<file path="config.mk">
export PLATFORM = sky130hd
export DESIGN_NAME = ddc_core
export DESIGN_NICKNAME = d
export VERILOG_FILES = /design/src/rtl/ddc_sync.v /design/src/rtl/ddc_core.v
export VERILOG_INCLUDE_DIRS = /design/src /design/src/rtl
export SDC_FILE = /design/constraint.sdc
export NUM_CORES = 1
export LEC_CHECK = 0
export BUFFER_PORTS_ARGS = -buffer_cell sky130_fd_sc_hd__buf_2
export CAP_MARGIN = 10
export CORE_AREA = 2 2 97 146
export CTS_CLUSTER_SIZE = 14
export DETAILED_ROUTE_END_ITERATION = 16
export DIE_AREA = 0 0 99 148
export PLACE_DENSITY_LB_ADDON = 0.15
export SLEW_MARGIN = 20
export SYNTH_ARGS = -nofsm -noshare
export SYNTH_HDL_FRONTEND = slang
export SYNTH_SLANG_ARGS = --single-unit
</file>
<file path="constraint.sdc">
create_clock -name i_clk -period 5.23 [get_ports i_clk]
set_input_delay 1.046 -clock i_clk [delete_from_list [all_inputs] [get_ports i_clk]]
set_output_delay 1.046 -clock i_clk [all_outputs]
set_load 0.02 [all_outputs]
</file>
<file path="src/rtl/ddc_regs.vh">
`ifndef DDC_REGS_VH
`define DDC_REGS_VH

// serial word framing
`define DDC_WORD_BITS 32
`define DDC_CNT_W 5
`define DDC_CNT_LAST 5'h1F
`define DDC_CNT_ZERO 5'h00
`define DDC_CMD_HI 27
`define DDC_CMD_LO 24
`define DDC_ADDR_HI 23
`define DDC_ADDR_LO 20
`define DDC_DATA_HI 19
`define DDC_DATA_LO 4

// command codes
`define DDC_CMD_WRITE 4'h0
`define DDC_CMD_UPDATE 4'h1
`define DDC_CMD_WRITE_UPD_ALL 4'h2
`define DDC_CMD_WRITE_UPD 4'h3
`define DDC_CMD_PWRDN 4'h4
`define DDC_CMD_CLR_CODE 4'h5
`define DDC_CMD_LOAD_OVR 4'h6
`define DDC_CMD_SW_RESET 4'h7
`define DDC_CMD_CHAIN 4'h8

// channel address codes
`define DDC_ADDR_A 4'h0
`define DDC_ADDR_B 4'h3
`define DDC_ADDR_BOTH 4'hF

// field positions
`define DDC_PWRDN_MODE_HI 9
`define DDC_PWRDN_MODE_LO 8
`define DDC_PDSEL_A 0
`define DDC_PDSEL_B 3
`define DDC_CLR_CODE_HI 1
`define DDC_CLR_CODE_LO 0
`define DDC_CHAIN_BIT 1
`define DDC_OVR_A 0
`define DDC_OVR_B 3

// power-down modes
`define DDC_PD_NORMAL 2'h0
`define DDC_PD_1K 2'h1
`define DDC_PD_100K 2'h2
`define DDC_PD_TRISTATE 2'h3

// clear code selections and codes
`define DDC_CLR_ZERO 2'h0
`define DDC_CLR_MID 2'h1
`define DDC_CLR_FULL 2'h2
`define DDC_CLR_NOP 2'h3
`define DDC_CODE_ZERO 16'h0000
`define DDC_CODE_MID 16'h8000
`define DDC_CODE_FULL 16'hFFFF

// reset values
`define DDC_RST_CLR_CODE 2'h0
`define DDC_RST_LOAD_OVR 4'h0
`define DDC_RST_CHAIN 1'b0
`define DDC_RST_PD 2'h0

// pin synchroniser: {reset_level_sel, async_clear_n, output_load_n, din, sync_n, sclk}
`define DDC_PIN_W 6
`define DDC_PIN_RST 6'h1B

`endif

</file>
<file path="src/rtl/ddc_sync.v">
`timescale 1ns/1ps
// two-stage synchroniser for a group of pins
module ddc_sync #(
	parameter W = 6,
	parameter [W-1:0] RST = {W{1'b0}}
)(
	input wire i_clk,
	input wire i_reset,
	input wire [W-1:0] i_async,
	output wire [W-1:0] o_sync
);

genvar g;
generate
for (g = 0; g < W; g = g + 1)
begin : bit_g
	reg meta;
	reg stable;
	always @(posedge i_clk or posedge i_reset)
	begin
		if (i_reset)
		begin
			meta <= RST[g];
			stable <= RST[g];
		end
		else
		begin
			meta <= i_async[g];
			stable <= meta;
		end
	end
	assign o_sync[g] = stable;
end
endgenerate

endmodule

</file>
<file path="src/rtl/ddc_core.v">
`timescale 1ns/1ps
`include "ddc_regs.vh"

//
// Overview of operation
// - command 1000 sets chain mode from bit 1
// - power-up code zero or midscale from pin
// - hold power-up code until first valid write
// - command 0111 returns to power-up code
// - command 0100 takes mode from bits 9:8
// - modes: normal, 1k, 100k, three-state
// - powered-down channel keeps DAC register unchanged except on clear
// - power-down applies to selected channels only
// - power-up loads input or keeps DAC value
// - clear falling edge loads all with code unless clear code is 11
// - command 0101 sets clear code from bits 1:0
// - clear code resets to zero code
// - clear mode ends at next write's 32nd edge
// - clear during a write aborts that write
// - load pin low updates at 32nd edge
// - load pin high defers; falling edge copies
// - command 0010 writes then updates all channels
// - override bit makes channel see load low
// - word: 4 spare, command, address, data, MSB first
// - address 0000 A, 0011 B, 1111 both
// - early frame end discards the partial word
module ddc_core (
	input wire i_clk,
	input wire i_reset,
	input wire i_sclk,
	input wire i_sync_n,
	input wire i_din,
	input wire i_output_load_n,
	input wire i_async_clear_n,
	input wire i_reset_level_sel,
	output reg o_serial_out,
	output wire [15:0] o_dac_a,
	output wire [15:0] o_dac_b,
	output wire [15:0] o_input_a,
	output wire [15:0] o_input_b,
	output wire [1:0] o_pwrdn_a,
	output wire [1:0] o_pwrdn_b,
	output wire o_chain_mode_on,
	output wire [1:0] o_clear_code,
	output wire [3:0] o_load_override,
	output wire o_clear_mode,
	output wire o_por_hold,
	output reg o_word_done,
	output reg o_frame_discard
);

localparam [3:0] ST_IDLE = 4'h1;
localparam [3:0] ST_SHIFT = 4'h2;
localparam [3:0] ST_HOLD = 4'h4;
localparam [3:0] ST_ABORT = 4'h8;

// one bit per channel: bit 0 channel A, bit 1 channel B; reserved gives none
function [1:0] addr_mask;
	input [3:0] addr;
	begin
		case (addr)
			`DDC_ADDR_A: addr_mask = 2'h1;
			`DDC_ADDR_B: addr_mask = 2'h2;
			`DDC_ADDR_BOTH: addr_mask = 2'h3;
			default: addr_mask = 2'h0;
		endcase
	end
endfunction

function [15:0] clear_value;
	input [1:0] sel;
	begin
		case (sel)
			`DDC_CLR_MID: clear_value = `DDC_CODE_MID;
			`DDC_CLR_FULL: clear_value = `DDC_CODE_FULL;
			default: clear_value = `DDC_CODE_ZERO;
		endcase
	end
endfunction

function cmd_writes_input;
	input [3:0] cmd;
	begin
		cmd_writes_input = (cmd == `DDC_CMD_WRITE) || (cmd == `DDC_CMD_WRITE_UPD_ALL) ||
			(cmd == `DDC_CMD_WRITE_UPD);
	end
endfunction

// pin synchronisation and edge detection
wire [`DDC_PIN_W-1:0] pins_s;
reg [`DDC_PIN_W-1:0] pins_d;

ddc_sync #(
	.W(`DDC_PIN_W),
	.RST(`DDC_PIN_RST)
) u_sync (
	.i_clk(i_clk),
	.i_reset(i_reset),
	.i_async({i_reset_level_sel, i_async_clear_n, i_output_load_n, i_din, i_sync_n, i_sclk}),
	.o_sync(pins_s)
);

always @(posedge i_clk or posedge i_reset)
begin
	if (i_reset)
		pins_d <= `DDC_PIN_RST;
	else
		pins_d <= pins_s;
end

wire sclk_s = pins_s[0];
wire sync_n_s = pins_s[1];
wire din_s = pins_s[2];
wire load_n_s = pins_s[3];
wire level_sel_s = pins_s[5];
wire sclk_fall = pins_d[0] & ~sclk_s;
wire sclk_rise = ~pins_d[0] & sclk_s;
wire sync_fall = pins_d[1] & ~sync_n_s;
wire sync_rise = ~pins_d[1] & sync_n_s;
wire load_fall = pins_d[3] & ~load_n_s;
wire clr_fall = pins_d[4] & ~pins_s[4];

// settings
reg [1:0] clear_code_select;
reg [3:0] load_override;
reg chain_mode_enable;
reg por_pend;
reg clear_mode;

// frame engine
reg [3:0] state;
reg [3:0] next_state;
reg [`DDC_WORD_BITS-1:0] shift;
reg [`DDC_CNT_W-1:0] cnt;
reg seen_word;
reg exec_req;
reg next_exec_req;
reg discard;

// a clear edge cancels a word that is about to execute
wire exec = exec_req & ~clr_fall;
wire [3:0] cmd = shift[`DDC_CMD_HI:`DDC_CMD_LO];
wire [3:0] addr = shift[`DDC_ADDR_HI:`DDC_ADDR_LO];
wire [15:0] data = shift[`DDC_DATA_HI:`DDC_DATA_LO];
wire [1:0] chmask = addr_mask(addr);
wire [1:0] pd_mode = shift[`DDC_PWRDN_MODE_HI:`DDC_PWRDN_MODE_LO];
wire sw_reset = exec && (cmd == `DDC_CMD_SW_RESET);
wire clr_load = clr_fall && (clear_code_select != `DDC_CLR_NOP);
wire [15:0] clr_val = clear_value(clear_code_select);
wire [15:0] por_code = level_sel_s ? `DDC_CODE_MID : `DDC_CODE_ZERO;

always @*
begin
	next_state = state;
	next_exec_req = 1'b0;
	discard = 1'b0;
	case (state)
		ST_IDLE:
		begin
			if (sync_fall)
				next_state = ST_SHIFT;
		end
		ST_SHIFT:
		begin
			if (clr_fall)
				next_state = ST_ABORT;
			else if (sync_rise)
			begin
				next_state = ST_IDLE;
				// chain mode executes the last word once a whole multiple of 32 bits arrived
				if (chain_mode_enable && seen_word && (cnt == `DDC_CNT_ZERO))
					next_exec_req = 1'b1;
				else if (!(chain_mode_enable && seen_word))
					discard = 1'b1;
				else
					discard = 1'b1;
			end
			else if (sclk_fall && (cnt == `DDC_CNT_LAST) && !chain_mode_enable)
			begin
				next_exec_req = 1'b1;
				next_state = ST_HOLD;
			end
		end
		ST_HOLD:
		begin
			if (sync_rise)
				next_state = ST_IDLE;
		end
		ST_ABORT:
		begin
			if (sync_rise)
				next_state = ST_IDLE;
		end
		default:
			next_state = ST_IDLE;
	endcase
end

always @(posedge i_clk or posedge i_reset)
begin
	if (i_reset)
	begin
		state <= ST_IDLE;
		shift <= {`DDC_WORD_BITS{1'b0}};
		cnt <= `DDC_CNT_ZERO;
		seen_word <= 1'b0;
		exec_req <= 1'b0;
		o_serial_out <= 1'b0;
		o_word_done <= 1'b0;
		o_frame_discard <= 1'b0;
	end
	else
	begin
		state <= next_state;
		exec_req <= next_exec_req;
		o_word_done <= exec;
		o_frame_discard <= discard | (clr_fall & (state == ST_SHIFT));
		if (state == ST_IDLE && sync_fall)
		begin
			cnt <= `DDC_CNT_ZERO;
			seen_word <= 1'b0;
		end
		else if (state == ST_SHIFT && sclk_fall && !clr_fall && !sync_rise)
		begin
			shift <= {shift[`DDC_WORD_BITS-2:0], din_s};
			cnt <= cnt + 5'h01;
			if (cnt == `DDC_CNT_LAST)
				seen_word <= 1'b1;
		end
		// bits beyond the word ripple out on rising edges in chain mode
		if (!chain_mode_enable)
			o_serial_out <= 1'b0;
		else if (state == ST_SHIFT && sclk_rise)
			o_serial_out <= shift[`DDC_WORD_BITS-1];
	end
end

// settings registers and mode flags
always @(posedge i_clk or posedge i_reset)
begin
	if (i_reset)
	begin
		clear_code_select <= `DDC_RST_CLR_CODE;
		load_override <= `DDC_RST_LOAD_OVR;
		chain_mode_enable <= `DDC_RST_CHAIN;
		por_pend <= 1'b1;
		clear_mode <= 1'b0;
	end
	else
	begin
		if (sw_reset)
		begin
			clear_code_select <= `DDC_RST_CLR_CODE;
			load_override <= `DDC_RST_LOAD_OVR;
			chain_mode_enable <= `DDC_RST_CHAIN;
			por_pend <= 1'b1;
		end
		else if (exec)
		begin
			por_pend <= 1'b0;
			if (cmd == `DDC_CMD_CLR_CODE)
				clear_code_select <= shift[`DDC_CLR_CODE_HI:`DDC_CLR_CODE_LO];
			if (cmd == `DDC_CMD_LOAD_OVR)
			begin
				load_override <= 4'h0;
				load_override[`DDC_OVR_A] <= shift[`DDC_OVR_A];
				load_override[`DDC_OVR_B] <= shift[`DDC_OVR_B];
			end
			if (cmd == `DDC_CMD_CHAIN)
				chain_mode_enable <= shift[`DDC_CHAIN_BIT];
		end
		// set wins over the clear at the 32nd edge
		if (clr_fall)
			clear_mode <= 1'b1;
		else if (exec)
			clear_mode <= 1'b0;
	end
end

// per-channel input register, DAC register and power-down mode
genvar ch;
generate
for (ch = 0; ch < 2; ch = ch + 1)
begin : ch_g
	reg [15:0] in_reg;
	reg [15:0] dac;
	reg [1:0] pd;
	wire sel;
	wire ov;
	wire pdsel;
	wire eff_sync;
	wire in_wr;
	wire pd_cmd;
	wire power_up;
	wire norm_load;
	wire dac_load;
	wire [15:0] next_in;

	assign sel = chmask[ch];
	assign ov = (ch == 0) ? load_override[`DDC_OVR_A] : load_override[`DDC_OVR_B];
	assign pdsel = (ch == 0) ? shift[`DDC_PDSEL_A] : shift[`DDC_PDSEL_B];
	assign eff_sync = ~load_n_s | ov;
	assign in_wr = exec & sel & cmd_writes_input(cmd);
	assign pd_cmd = exec && (cmd == `DDC_CMD_PWRDN) && pdsel;
	assign power_up = pd_cmd && (pd_mode == `DDC_PD_NORMAL) && eff_sync;
	assign norm_load = (exec & sel & ((cmd == `DDC_CMD_UPDATE) | (cmd == `DDC_CMD_WRITE_UPD))) |
		(exec & (cmd == `DDC_CMD_WRITE_UPD_ALL)) |
		(exec & sel & (cmd == `DDC_CMD_WRITE) & eff_sync) |
		load_fall;
	assign dac_load = (norm_load & (pd == `DDC_PD_NORMAL)) | power_up;
	assign next_in = in_wr ? data : in_reg;

	always @(posedge i_clk or posedge i_reset)
	begin
		if (i_reset)
		begin
			in_reg <= `DDC_CODE_ZERO;
			dac <= `DDC_CODE_ZERO;
			pd <= `DDC_RST_PD;
		end
		else if (clr_load)
		begin
			in_reg <= clr_val;
			dac <= clr_val;
		end
		else if (por_pend && !exec)
		begin
			in_reg <= por_code;
			dac <= por_code;
		end
		else
		begin
			in_reg <= next_in;
			if (dac_load)
				dac <= next_in;
			if (sw_reset)
				pd <= `DDC_RST_PD;
			else if (pd_cmd)
				pd <= pd_mode;
		end
	end
end
endgenerate

assign o_dac_a = ch_g[0].dac;
assign o_dac_b = ch_g[1].dac;
assign o_input_a = ch_g[0].in_reg;
assign o_input_b = ch_g[1].in_reg;
assign o_pwrdn_a = ch_g[0].pd;
assign o_pwrdn_b = ch_g[1].pd;
assign o_chain_mode_on = chain_mode_enable;
assign o_clear_code = clear_code_select;
assign o_load_override = load_override;
assign o_clear_mode = clear_mode;
assign o_por_hold = por_pend;

endmodule

</file>
==> flow_summary.json <==
{
  "io_buffers": 85,
  "synthCells": 541,
  "multiInputGateArea_um2": 2235,
  "yosysMostFrequentCell": "dfrtp_1",
  "fmax_mhz": 351.0,
  "synth_edf_count": 0,
  "route.detailed.drc": 0,
  "switching_share_pct": 23.49,
  "period_share_pct": 54.47,
  "final_antenna_net_count": 0,
  "yosys.area_share.adder_pct": 1.050,
  "p_clk_share_pct": 50.4,
  "avgSynthCellArea_um2": 11.01,
  "rr_endpoint": "o_dac_b[7]",
  "vias": 4413,
  "clockBufferDepth": 2,
  "synth_warnings": 0,
  "status": "complete, no violations",
  "dp_worst_setup_slack_ns": 2.388,
  "cts_setup_buffers": 0,
  "cp_max_fo": 16,
  "regArea_um2": 3446,
  "internal_power_w": 0.001886,
  "skew_ns": 0.009416,
  "hold_buffers": 0,
  "setup_ws_ns": 2.381,
  "async_flop_share_pct": 100.0,
  "diodes": 0,
  "grt_setup_unrepaired": "no",
  "comb_power_share_pct": 4.7,
  "clk_pin_slew_ns": 0.07,
  "drv_slew": 0,
  "netlist_area_um2": 5957,
  "worstMarginPinSlew_ns": 1.089,
  "htreeDepth": 4,
  "num-fill-cells": 1164,
  "drive_gt1_share_pct": 29.12,
  "finalSetupViolations": 0,
  "dr.pass1.iters": 5,
  "row_count": 52,
  "areaGrowthSynthToFinish_pct": 17.35,
  "yosysTopAreaCellShare_pct": 51.67,
  "drt-total-wl_um": 14300,
  "synth_top_family_by_area": "simple AND/OR/NAND/NOR gates",
  "relSlewSlack_pct": 27.25,
  "synth-seq-cells": 137,
  "whs_path_depth": 0,
  "grt_usage_pct": 20.44,
  "r2r_slack_ns": 2.38,
  "initial_core_util_pct": 44.66,
  "p_seq_share_pct": 44.9,
  "grt_pass1_vias": 4545,
  "viasPerCell": 5.607,
  "crit_arrival_ns": 3.15,
  "endpoint_kind": "register",
  "synthXorXnorAreaFrac_pct": 0.5881,
  "power.leakage_nw": 3.490,
  "numCtsBuffers": 17,
  "synth_mux_area_share_pct": 7.582,
  "core_um2": 13340,
  "holdPathEnd": "u_sync.bit_g[2].stable",
  "dp_hpwl_um": 9604,
  "cts_num_sinks": 137,
  "synth_top_cell_by_area": "dfrtp_1",
  "required_ns": 5.54,
  "critPathKind": "reg -> reg",
  "start_kind": "register",
  "grt_max_degree": 98,
  "wl_per_cell_um": 18.17,
  "grt_antenna_before_repair": 0,
  "ff2ff_path_depth": 5,
  "grt_pass1_wl_um": 23540,
  "hp-start": "u_sync.bit_g[2].meta",
  "clk-insertion-delay-late_ns": 0.42,
  "synthTopCellsByCount": "123 x dfrtp_1, 112 x nand2_1, 47 x o21ai_0",
  "hold_viol_final": 0,
  "switchingPower_w": 0.0005790,
  "fp.dieW_um": 99,
  "power-per-cell-area_nw_per_um2": 352.7,
  "gp_congestion": 0.8320,
  "synth_ff_type": "dfrtp_1",
  "worstReg2RegStart": "pins_d[4]",
  "cts_tree": "built",
  "synth-simple-area-share_pct": 18.02,
  "final_net_count": 625,
  "peakVddDrop_v": 0.0001871,
  "fp.dieH_um": 148,
  "clockRootBuffer": "clkbuf_16",
  "synth_compound_area_share_pct": 9.998,
  "drtIter0Drc": 169,
  "io_pins": 88,
  "grt_overflow_total": 0,
  "ys_seq_area_share_pct": 57.84,
  "synthTopCellsByArea": "dfrtp_1 52%, nand2_1 7.1%, dfstp_2 6.2%",
  "cts_resized": 0,
  "hp-class": "reg -> reg",
  "maxCapViolations": 0,
  "ys_types": 60,
  "fin_crit_ns": 2.849,
  "die_area_um2": 14650,
  "timing.setup.tns_ns": 0
}
==> placed cells by master, fill, tap and decap left out, types with 7 or more instances in the layout <==
cell type,n
nand2_1,112
mux2_4,10
clkbuf_16,17
dfstp_2,14
dfrtp_1,123
inv_6,8
buf_2,85
nand3_1,34
o21ai_0,47
inv_1,8
nor2b_1,7
a31oi_1,30
nor2_1,13
mux2_2,23
==> layout make-up <==
type / instances / area share (%)
Clock inverter: 14 / 2.631
Tap cell: 162 / 2.900
Timing Repair Buffer: 89 / 6.515
Clock buffer: 18 / 6.139
Inverter: 9 / 0.5549
Multi-Input combinational cell: 358 / 31.97
Sequential cell: 137 / 49.29
==> sequential cells by signal, indices dropped and copies added, names as in the netlist, 2 cells and up <==
register             count
shift                   32
o_dac_a                 16
o_dac_b                 16
o_input_a               16
o_input_b               16
u_sync.bit_g.meta        6
u_sync.bit_g.stable      6
cnt                      5
pins_d                   4
state                    4
o_clear_code             2
o_load_override          2
o_pwrdn_a                2
o_pwrdn_b                2
==> metrics by stage <==
step	cell area [um2]	hold WS [ns]	total power, W	utilization [%]	cells
3_3_place_gp	6375	0.3333	0.001239	47.80	755
6_report	6990	0.3525	0.002465	52.41	787
2_1_floorplan	5961	0.3312	0.001218	-	542
5_1_grt	6990	0.3570	0.002547	52.41	787
3_5_place_dp	6376	0.3457	0.001243	47.80	755
4_1_cts	6989	0.3566	0.002486	52.40	787
==> how the worst max path moves through the flow <==
stage / start / to / slack [ns] / cells past startpoint
after floorplan: i_reset / cnt[0] / 0.54 / 1
after global placement: pins_d[4] / o_dac_b[0] / 2.46 / 5
after detailed placement: pins_d[4] / o_dac_b[8] / 2.39 / 5
after CTS: pins_d[4] / o_dac_b[7] / 2.37 / 5
after global routing: pins_d[4] / o_dac_b[3] / 2.22 / 5
final: pins_d[4] / o_dac_b[7] / 2.38 / 5
==> power groups by stage <==
stage                     registers, W   logic, W  clock network, W
after floorplan                0.00112  0.0000995                 0
after global placement         0.00112   0.000116                 0
after detailed placement       0.00112   0.000118                 0
after CTS                      0.00111   0.000118           0.00126
after global routing           0.00111   0.000132           0.00131
final                          0.00111   0.000116           0.00124
==> worst max-delay path: stages (launching register included) <==
cell and delay, ns:
dfstp_2 0.54, nor2b_1 0.67, nor3_1 0.23, nand4_1 0.12, and4_1 0.75, mux2_2 0.42
==> routing by layer <==
layer  vias to the layer above  GRT usage [%]  routed length (um)
li1                       2038              -                   -
met1                      2225          24.14                5571
met2                       117          35.37                7692
met3                        33          3.877                 544
met4                         0          10.07                 490
met5                         -              0                   0
==> logic make-up after synthesis <==
logic type,Yosys count
compound gates,99
xor+xnor,4
fa+ha+maj,5
buf+inv,47
flops,137
mux,37
other cells,1
simple gates,211
(Power assumes the default switching activity.)
